File: config.mk
export PLATFORM = sky130hd
export DESIGN_NAME = acsrp_port
export DESIGN_NICKNAME = d
export VERILOG_FILES = /design/src/design/acsrp_pkg.sv /design/src/design/acsrp_port.sv /design/src/design/acsrp_fifo.sv
export VERILOG_INCLUDE_DIRS = /design/src /design/src/design
export SDC_FILE = /design/constraint.sdc
export NUM_CORES = 2
export LEC_CHECK = 0
export BUFFER_PORTS_ARGS = -buffer_cell sky130_fd_sc_hd__buf_2
export CAP_MARGIN = 20
export CORE_UTILIZATION = 59
export CTS_BUF_LIST = sky130_fd_sc_hd__clkbuf_16
export CTS_CLUSTER_DIAMETER = 40
export DETAILED_ROUTE_END_ITERATION = 8
export PLACE_DENSITY = 0.75
export SKIP_CTS_REPAIR_TIMING = 1
export SLEW_MARGIN = 10
export SYNTH_ARGS = -nofsm -noshare
export SYNTH_HDL_FRONTEND = slang
export SYNTH_HIERARCHICAL = 1
export SYNTH_SLANG_ARGS = --single-unit
File: constraint.sdc
create_clock -name core_clk -period 6.25 [get_ports core_clk]
set_clock_uncertainty 0.05 [all_clocks]
set_input_delay 0.625 -clock core_clk [delete_from_list [all_inputs] [get_ports core_clk]]
set_output_delay 0.625 -clock core_clk [all_outputs]
set_load 0.01 [all_outputs]
File: src/design/acsrp_defines.svh
// What this block does
// - Every read frame shifts one 16-bit word out on the data-out line.
// - Data-in is input only, or two-way, as the interface mode selects.
// - Conversion and calibration timing counts master clock edges.
// - Frame sync is active-low level; bits move only inside a frame.
// - Power-up defaults work with only a channel configuration write.
// - Other power-down, calibration and soft start need further writes.
// - Control write-only; data and status read-only; test, cal read/write.
// - Top two bits are the address, 14 data bits latch after bit 16.
// - Address 00 ignored, 01 test, 10 calibration, 11 control.
// - Persistent read-select bits, reset 00: data, test, cal, status.
// - Output data reads carry two leading zeros before the 14-bit result.
`ifndef ACSRP_DEFINES_SVH
`define ACSRP_DEFINES_SVH

`define ACSRP_WORD_BITS     16
`define ACSRP_DATA_BITS     14
`define ACSRP_CAL_REGS      10
`define ACSRP_FIFO_DEPTH    32
`define ACSRP_WADDR_NONE    2'h0
`define ACSRP_WADDR_TEST    2'h1
`define ACSRP_WADDR_CAL     2'h2
`define ACSRP_WADDR_CTRL    2'h3
`define ACSRP_RSEL_DATA     2'h0
`define ACSRP_RSEL_TEST     2'h1
`define ACSRP_RSEL_CAL      2'h2
`define ACSRP_RSEL_STATUS   2'h3
`define ACSRP_CTRL_RESET    14'h0000
`define ACSRP_CONV_MCLK     8'h10
`define ACSRP_CAL_MCLK      8'h40

`endif

File: src/design/acsrp_pkg.sv
package acsrp_pkg;

    // Control word, most significant field first
    typedef struct packed {
        logic       single_ended;
        logic [2:0] channel;
        logic [1:0] power_mgmt;
        logic       read_select_hi;
        logic       read_select_lo;
        logic       two_wire_mode;
        logic       soft_convert;
        logic       cal_mode;
        logic [1:0] cal_select;
        logic       start_cal;
    } acsrp_ctrl_t;

    typedef enum logic {
        FR_IDLE,
        FR_SHIFT
    } acsrp_frame_t;

    typedef struct packed {
        logic        conv_start;
        logic        cal_start;
        logic        busy;
        acsrp_ctrl_t ctrl;
    } acsrp_core_t;

endpackage

File: src/design/acsrp_port.sv
`timescale 1ns/100ps
`default_nettype none
`include "acsrp_defines.svh"

module acsrp_port #(
    parameter logic [7:0] CONV_MCLK  = `ACSRP_CONV_MCLK,
    parameter logic [7:0] CAL_MCLK   = `ACSRP_CAL_MCLK,
    parameter int         FIFO_DEPTH = `ACSRP_FIFO_DEPTH
) (
    input  wire logic                     core_clk,
    input  wire logic                     srst,
    input  wire logic                     sclk,
    input  wire logic                     sync_n,
    input  wire logic                     din_in,
    output logic                          din_out,
    output logic                          din_oe_n,
    output logic                          dout,
    input  wire logic                     master_clock_in,
    input  wire logic [13:0]              result_data,
    input  wire logic                     result_valid,
    output logic                          result_ready,
    output acsrp_pkg::acsrp_core_t        core
);
    // ------------------------------------------------------------
    // State
    // ------------------------------------------------------------
    typedef struct packed {
        logic [1:0]                  sclk_s;
        logic [1:0]                  sync_s;
        logic [1:0]                  din_s;
        logic [1:0]                  mclk_s;
        logic                        sclk_d;
        logic                        mclk_d;
        acsrp_pkg::acsrp_frame_t     fr;
        logic [4:0]                  bits;
        logic [15:0]                 sh_in;
        logic [15:0]                 sh_out;
        logic                        rd_drive;
        acsrp_pkg::acsrp_ctrl_t      ctrl;
        logic [13:0]                 test;
        logic [9:0][13:0]            cal;
        logic [3:0]                  cal_idx;
        logic [13:0]                 data;
        logic                        busy;
        logic                        cal_run;
        logic [7:0]                  tmr;
        logic                        conv_pulse;
        logic                        cal_pulse;
    } acsrp_state_t;

    acsrp_state_t r, n;

    logic        sclk_rise, sclk_fall, mclk_rise;
    logic        frame_start, frame_end, wr_done;
    logic [15:0] wr_word;
    logic [1:0]  rsel;
    logic [13:0] status_word, fifo_data;
    logic        fifo_valid, fifo_pop;
    logic [15:0] rd_word;

    // ------------------------------------------------------------
    // Result buffer
    // ------------------------------------------------------------
    acsrp_fifo #(
        .W     (14),
        .DEPTH (FIFO_DEPTH)
    ) i_acsrp_fifo (
        .core_clk  (core_clk),
        .srst      (srst),
        .in_data   (result_data),
        .in_valid  (result_valid),
        .in_ready  (result_ready),
        .out_data  (fifo_data),
        .out_valid (fifo_valid),
        .out_ready (fifo_pop)
    );

    // ------------------------------------------------------------
    // Edges and frame events
    // ------------------------------------------------------------
    // Edges are taken from the second sync stage only
    assign sclk_rise   = r.sclk_s[1] && !r.sclk_d;
    assign sclk_fall   = !r.sclk_s[1] && r.sclk_d;
    assign mclk_rise   = r.mclk_s[1] && !r.mclk_d;
    assign frame_start = (r.fr == acsrp_pkg::FR_IDLE) && !r.sync_s[1];
    assign frame_end   = (r.fr == acsrp_pkg::FR_SHIFT) && r.sync_s[1];
    assign wr_word     = {r.sh_in[14:0], r.din_s[1]};
    // A write lands only on the sixteenth sampled bit of a frame
    assign wr_done     = (r.fr == acsrp_pkg::FR_SHIFT) && !r.sync_s[1]
                         && sclk_rise && (r.bits == 5'h0f)
                         && !r.rd_drive;
    assign rsel        = {r.ctrl.read_select_hi, r.ctrl.read_select_lo};
    assign status_word = {r.busy, r.cal_run, rsel, r.ctrl.two_wire_mode,
                          fifo_valid, 8'h00};
    // Fresh result is popped as the read frame opens
    assign fifo_pop    = frame_start && (rsel == `ACSRP_RSEL_DATA)
                         && fifo_valid;

    always_comb begin
        rd_word = 16'h0000;
        if (rsel == `ACSRP_RSEL_DATA) begin
            rd_word = {2'b00, fifo_pop ? fifo_data : r.data};
        end else if (rsel == `ACSRP_RSEL_TEST) begin
            rd_word = {2'b00, r.test};
        end else if (rsel == `ACSRP_RSEL_CAL) begin
            rd_word = {2'b00, r.cal[r.cal_idx]};
        end else begin
            rd_word = {2'b00, status_word};
        end
    end

    // ------------------------------------------------------------
    // Next state
    // ------------------------------------------------------------
    always_comb begin
        n = r;
        n.sclk_s     = {r.sclk_s[0], sclk};
        n.sync_s     = {r.sync_s[0], sync_n};
        n.din_s      = {r.din_s[0], din_in};
        n.mclk_s     = {r.mclk_s[0], master_clock_in};
        n.sclk_d     = r.sclk_s[1];
        n.mclk_d     = r.mclk_s[1];
        n.conv_pulse = 1'b0;
        n.cal_pulse  = 1'b0;

        if (r.fr == acsrp_pkg::FR_IDLE) begin
            n.bits = 5'h00;
            if (frame_start) begin
                n.fr       = acsrp_pkg::FR_SHIFT;
                n.sh_out   = rd_word;
                n.rd_drive = r.ctrl.two_wire_mode;
                if (fifo_pop) begin
                    n.data = fifo_data;
                end
            end
        end else if (frame_end) begin
            // Partial words are dropped with the frame
            n.fr       = acsrp_pkg::FR_IDLE;
            n.bits     = 5'h00;
            n.rd_drive = 1'b0;
            if (r.rd_drive) begin
                n.ctrl.two_wire_mode = 1'b0;
            end
        end else begin
            if (sclk_rise && (r.bits != 5'h10)) begin
                n.sh_in = wr_word;
                n.bits  = r.bits + 5'h01;
            end
            if (sclk_fall && (r.bits != 5'h00) && (r.bits != 5'h10)) begin
                n.sh_out = {r.sh_out[14:0], 1'b0};
            end
        end

        if (wr_done) begin
            if (wr_word[15:14] == `ACSRP_WADDR_TEST) begin
                n.test = wr_word[13:0];
            end else if (wr_word[15:14] == `ACSRP_WADDR_CAL) begin
                n.cal[r.cal_idx] = wr_word[13:0];
                n.cal_idx = (r.cal_idx == 4'(`ACSRP_CAL_REGS - 1))
                            ? 4'h0 : r.cal_idx + 4'h1;
            end else if (wr_word[15:14] == `ACSRP_WADDR_CTRL) begin
                n.ctrl    = acsrp_pkg::acsrp_ctrl_t'(wr_word[13:0]);
                n.cal_idx = 4'h0;
                // A start while busy is dropped; the engine runs one job
                if (!r.busy && wr_word[0]) begin
                    n.busy      = 1'b1;
                    n.cal_run   = 1'b1;
                    n.tmr       = CAL_MCLK;
                    n.cal_pulse = 1'b1;
                end else if (!r.busy && wr_word[4]) begin
                    n.busy       = 1'b1;
                    n.tmr        = CONV_MCLK;
                    n.conv_pulse = 1'b1;
                end
            end
        end

        // Timer ticks on master clock edges, not on the core clock
        // It follows the write so a dropped start never outlives the job
        if (r.busy && mclk_rise) begin
            n.tmr = r.tmr - 8'h01;
            if (r.tmr == 8'h01) begin
                n.busy              = 1'b0;
                n.cal_run           = 1'b0;
                n.ctrl.soft_convert = 1'b0;
                n.ctrl.start_cal    = 1'b0;
            end
        end
    end

    always_ff @(posedge core_clk) begin
        if (srst) begin
            r      <= '0;
            r.ctrl <= acsrp_pkg::acsrp_ctrl_t'(`ACSRP_CTRL_RESET);
            r.sclk_s <= 2'b00;
            r.sync_s <= 2'b11;
            r.sclk_d <= 1'b0;
        end else begin
            r <= n;
        end
    end

    // ------------------------------------------------------------
    // Outputs
    // ------------------------------------------------------------
    // Serial clock is only ever an input here
    assign dout     = r.sh_out[15];
    assign din_out  = r.sh_out[15];
    assign din_oe_n = !((r.fr == acsrp_pkg::FR_SHIFT) && r.rd_drive);
    assign core     = {r.conv_pulse, r.cal_pulse, r.busy, r.ctrl};
endmodule

`default_nettype wire

File: src/design/acsrp_fifo.sv
`timescale 1ns/100ps
`default_nettype none

module acsrp_fifo #(
    parameter int W     = 14,
    parameter int DEPTH = 32
) (
    input  wire logic         core_clk,
    input  wire logic         srst,
    input  wire logic [W-1:0] in_data,
    input  wire logic         in_valid,
    output logic              in_ready,
    output logic [W-1:0]      out_data,
    output logic              out_valid,
    input  wire logic         out_ready
);
    localparam int AW = $clog2(DEPTH);

    typedef struct packed {
        logic [DEPTH-1:0][W-1:0] mem;
        logic [AW-1:0]           wr;
        logic [AW-1:0]           rd;
        logic [AW:0]             cnt;
    } acsrp_fifo_state_t;

    acsrp_fifo_state_t r, n;
    logic push, pop;

    assign in_ready  = (r.cnt != (AW+1)'(DEPTH));
    assign out_valid = (r.cnt != '0);
    assign out_data  = r.mem[r.rd];
    assign push      = in_valid && in_ready;
    assign pop       = out_valid && out_ready;

    always_comb begin
        n = r;
        if (push) begin
            n.mem[r.wr] = in_data;
            n.wr = (r.wr == AW'(DEPTH-1)) ? '0 : r.wr + 1'b1;
        end
        if (pop) begin
            n.rd = (r.rd == AW'(DEPTH-1)) ? '0 : r.rd + 1'b1;
        end
        n.cnt = r.cnt + {{AW{1'b0}}, push} - {{AW{1'b0}}, pop};
    end

    always_ff @(posedge core_clk) begin
        if (srst) begin
            r <= '0;
        end else begin
            r <= n;
        end
    end

endmodule

`default_nettype wire

# Word-level counts from Yosys, hierarchy flattened
# Index checks and enable logic that the tools add are counted.
[word_totals] register_bits=711 latchBits=0 ramBits=0 mem_bits_ro=0 output_inout_bits=21 memories=0
[classes] addsub=7 multipliers=0 div_mod_pow=0 n_lt_le_gt_ge=5 eq_ne=17 n_shift=0 muxes=56 n_bitwise=6 n_reduce_logical=49
[ops] cell="448-bit bitwise mux" n=1
[ops] cell="164-bit two-way mux" n=1
[ops] cell="144-bit two-way mux" n=1
[ops] cell="140-bit bitwise mux" n=1
[ops] cell="140-bit two-way mux" n=1
[ops] cell="14-bit two-way mux" n=7
[ops] cell="14-bit binary-select mux with 5-bit select" n=1
[ops] cell="14-bit demux with 5-bit select" n=1
[ops] cell="16-bit two-way mux" n=4
[ops] cell="14-bit binary-select mux with 4-bit select" n=1
[ops] cell="14-bit demux with 4-bit select" n=1
[ops] cell="12-bit two-way mux" n=4
[ops] cell="17-bit two-way mux" n=2
[ops] cell="6-bit two-way mux" n=4
[ops] cell="1-bit logical AND" n=22
[ops] cell="21-bit two-way mux" n=1
[ops] cell="5-bit by 1-bit adder with 5-bit output, second input constant" n=3
[ops] cell="1-bit two-way mux" n=15
[ops] cell="5-bit two-way mux" n=3
[ops] cell="5-bit by 6-bit less-than comparator with 1-bit output, second input constant" n=2
[ops] cell="4-bit two-way mux" n=3
[ops] cell="3-bit AND reduction" n=4
[ops] cell="5-bit == test, second input constant" n=2
[ops] cell="10-bit two-way mux" n=1
[ops] cell="32 further kinds" n=54

# Logic depth before layout (Yosys ltp)
[logic_depth] depth_word=10 ltp_mapped=17 depth_no_buf=16

# Hierarchy
# The synthesis kept the hierarchy.
[modules_own_cells] module="acsrp_fifo" instances=1 cells_each=1969 area_each_um2=19753.9 seq_area_each_um2=9288.9
[modules_own_cells] module="acsrp_port" instances=1 cells_each=1227 area_each_um2=11079.4 seq_area_each_um2=4924.7

# Worst setup path after synthesis
# OpenSTA, ideal clock, no wires.
[synth_timing] path_kind="register to register" from="register r[236] (netlist name)" to="register i_acsrp_fifo/r[4] (netlist bit)" setup_ns=0.131 t_arrival_ns=3.160 path_slack_ns=2.909 path_stages_with_launch=18 n_path_buf=2 period_less_slack_ns=3.341 path_cell_list="dfxtp_1 -> clkbuf_1 -> inv_1 -> clkbuf_1 -> ha_1 -> nand2_1 -> nor2_1 -> nand2_1 -> inv_1 -> ha_1 -> inv_1 -> ha_1 -> inv_1 -> fa_1 -> nand2b_1 -> a21oi_1 -> o21a_1 -> nor3_1"
[synth_lines] element="end signal: assignment" line="acsrp_fifo.sv:51" text="r <= n;"
[synth_lines] element="end: declaration" line="acsrp_fifo.sv:26" text="acsrp_fifo_state_t r, n;"

==> impl_results.md <==
- Syn_area_per_cell: 9.647 um2
- Largest cells by area after synthesis: dfxtp_1 46%, mux2i_1 12%, nand3_1 5.9%
- Post-synthesis cell count: 3196
- Post-synthesis mux area share: 0.1897
- N_diodes: 0
- Filler Cell Count: 4023
- Top Usage Layer GRT: met2
- Overflow after GRT: 0
- Internal: 8.123 mW
- Crit path time final: 4.624 ns
- YS warnings: 6
- Hold Violations, Final: 0
- Netlist cell types: 79
- CTS clock-pin slew for the worst setup and hold paths: 0.06 ns
- Main combinational cell family by area after synthesis: multiplexers
- TritonCTS Sinks: 710
- Clock power share: 0.508
- Pre-antenna DRT Iters: 6
- Top post-synthesis cells by count: 710 x dfxtp_1, 383 x mux2i_1, 362 x nand3_1
- Post-detail-place hpwl: 49.35 mm
- P_sw: 2.710 mW
- Syn_nets: 3248
- Chip Width: 230.6 um
- Clk_lat worst skew: 0.64 ns
- Setup tns final: 0 ns
- Met3 global-route usage: 0.05459
- Placed cell area: 30450 um2
- Ports: 42
- Layout area overhead: 9.552%
- XOR/XNOR Fraction of Synth Area: 0.001704
- Core Util, Final: 0.6558
- First-pass GRT wire length: 129.3 mm
- Die area: 53180 um2
- Global Route Usage Sum: 0.3055
- # Max-Cap Violations: 0
- Layout cells sized above 1: 0.1180
- DRT iter0 DRCs: 2141
- Design area: 33780 um2
- NumNets Final: 3083
- I/O Buffers: 41
- Fmax: 216.3 MHz
- Least-Margin Pin Slew: 1.243 ns
- Yosys top cell area share: 0.4610
- Peak supply drop: 240.6 uV
- Vias in the first global route: 23618
- Core ar.: 51510 um2
- Routability cong.: 0.8820
- Hold Crit Depth: 2
- Vias: 24354
- Hold Path Class: primary input to register
- Die Span Y: 230.6 um
- Crit Path Class: register to register
- Switching share of power: 0.2502
- # DRC: 0
- Clock buffer depth: 3
- Met2 Usage GRT: 0.5169
- Largest area contributor in the netlist: dfxtp_1
- Crit share post-route: 0.7399
- Worst slew margin: 0.1501
- Largest net degree at the start of global routing: 152
- Routed WL: 82.34 mm
- Async S/R FF share, synth: 0
- Final setup fails: 0
- CP endpoint kind: register
- Worst Path Arrival: 5.06 ns
- Vias/cell: 6.424
- Root Driver: clkbuf_16
- Final ANT Viol Nets: 0
- EDFF count, synth: 0
- H-tree depth: 3
- CTS tree: yes
- RSZ-0062 raised after global routing: false
- Static Leak: 12.37 nW
- Register share of total power: 0.428
- Top FF cell, synth: dfxtp_1
- Crit start category: register
- Most numerous cell in the Yosys netlist: dfxtp_1
- Initial antenna violation count: 0
- Post-synthesis adder-cell area fraction: 0.01282
- Starting density of the core: 0.5986
- WL/cell: 21.72 um
- Synthesized cell area: 30830 um2
- Worst Path Required: 6.69 ns
- Gate power share: 0.064
- Pins Over Slew Limit: 0
- Seq/Total Area, Yosys: 0.4610
- Worst r2r path cells: 15
- CTS Buf Count: 95
- Met1 usage: 0.3819
- FP Rows: 83
- Critical path peak fanout: 24
- Pwr dens: 320.7 nW/um2
- Outcome: finished clean
- Fraction of the mapped netlist area in simple logic gates: 0.1552
- Compound-gate portion of the synthesized area: 0.1209
- FF+latch count, synth: 710
## sequential cells by signal, summed over array words and instances, names as in the netlist
register,flops
r,222
din_out,1
n,6
i_acsrp_fifo/r,464
core,17
## path summary, 6_finish.rpt
kind / start / to / slack (ns)
worst min-delay path: sync_n / n[244] / 0.14
worst max-delay path: r[236] / i_acsrp_fifo/r[4] / 1.63
worst min register to register: n[242] / r[242] / 0.38
worst max register to register: r[236] / i_acsrp_fifo/r[4] / 1.63
## layout by cell type, fill, tap and decap left out, types with 14 or more instances in the layout
| cell type | instances |
|---|---|
| mux4_1 | 15 |
| mux4_2 | 69 |
| inv_1 | 34 |
| buf_4 | 26 |
| nand4_2 | 21 |
| ha_1 | 30 |
| clkbuf_16 | 95 |
| o21ai_0 | 349 |
| nor2_1 | 291 |
| dfxtp_1 | 706 |
| o221ai_1 | 25 |
| a31oi_1 | 14 |
| a22o_1 | 26 |
| a21oi_1 | 141 |
| buf_2 | 40 |
| nand2_1 | 182 |
| nor2b_1 | 15 |
| nand3_1 | 361 |
| a22oi_1 | 24 |
| mux2i_1 | 383 |
## kinds of logic (layout without fill, tap and decap cells)
kind of cell | count (synthesis) | count (layout)
adders and majority gates | 31 | 31
buffers and inverters | 361 | 276
AOI/OAI and AO/OA | 642 | 642
DFF | 710 | 710
and+or+nand+nor | 973 | 973
muxes | 473 | 473
xor gates and xnor gates | 6 | 6
## critical path, stage by stage, from the launching register on
cell      delay, ns
dfxtp_1        0.92
inv_1          0.50
ha_1           0.40
nand2_1        0.55
nor2_1         0.24
nand2_1        0.24
inv_1          0.11
ha_1           0.28
inv_1          0.06
ha_1           0.16
inv_1          0.06
fa_1           0.39
nand2b_1       0.16
a21oi_1        0.19
o21a_1         0.13
nor3_1         0.04
## metrics by stage
step / instances / hold slack, ns / setup slack, ns / total power, mW
CTS: 3788 / 0.1178 / 1.667 / 10.87
detailed placement: 3611 / 0.3769 / 1.714 / 5.414
finish: 3791 / 0.1405 / 1.626 / 10.83
global placement: 3611 / 0.3756 / 1.812 / 5.390
global route: 3791 / 0.1266 / 1.273 / 11.15
floorplan: 3196 / 0.3395 / 2.909 / 5.256
## power by group through the flow
stage	Combinational [mW]	Clock [mW]	Sequential, mW
after detailed placement	0.683	0	4.73
final	0.698	5.50	4.63
after global placement	0.664	0	4.73
after floorplan	0.557	0	4.70
after CTS	0.688	5.55	4.63
after global routing	0.749	5.76	4.64
## layout make-up
type / instances / area (um2) / share of cell area
Clock buffer: 95 / 2377 / 0.07038
Clock inverter: 82 / 898.4 / 0.02660
Tap cell: 680 / 850.8 / 0.02519
Timing Repair Buffer: 71 / 484.2 / 0.01433
Inverter: 28 / 112.6 / 0.003334
Sequential cell: 710 / 14230 / 0.4212
Multi-Input combinational cell: 2125 / 14830 / 0.4390
## per-layer routing
layer	part of all wire	wire, um
met5	0	0
met4	0.038	3128
met3	0.070	5749
met2	0.49	39990
met1	0.41	33460
Power figures use the tool's default switching activity.
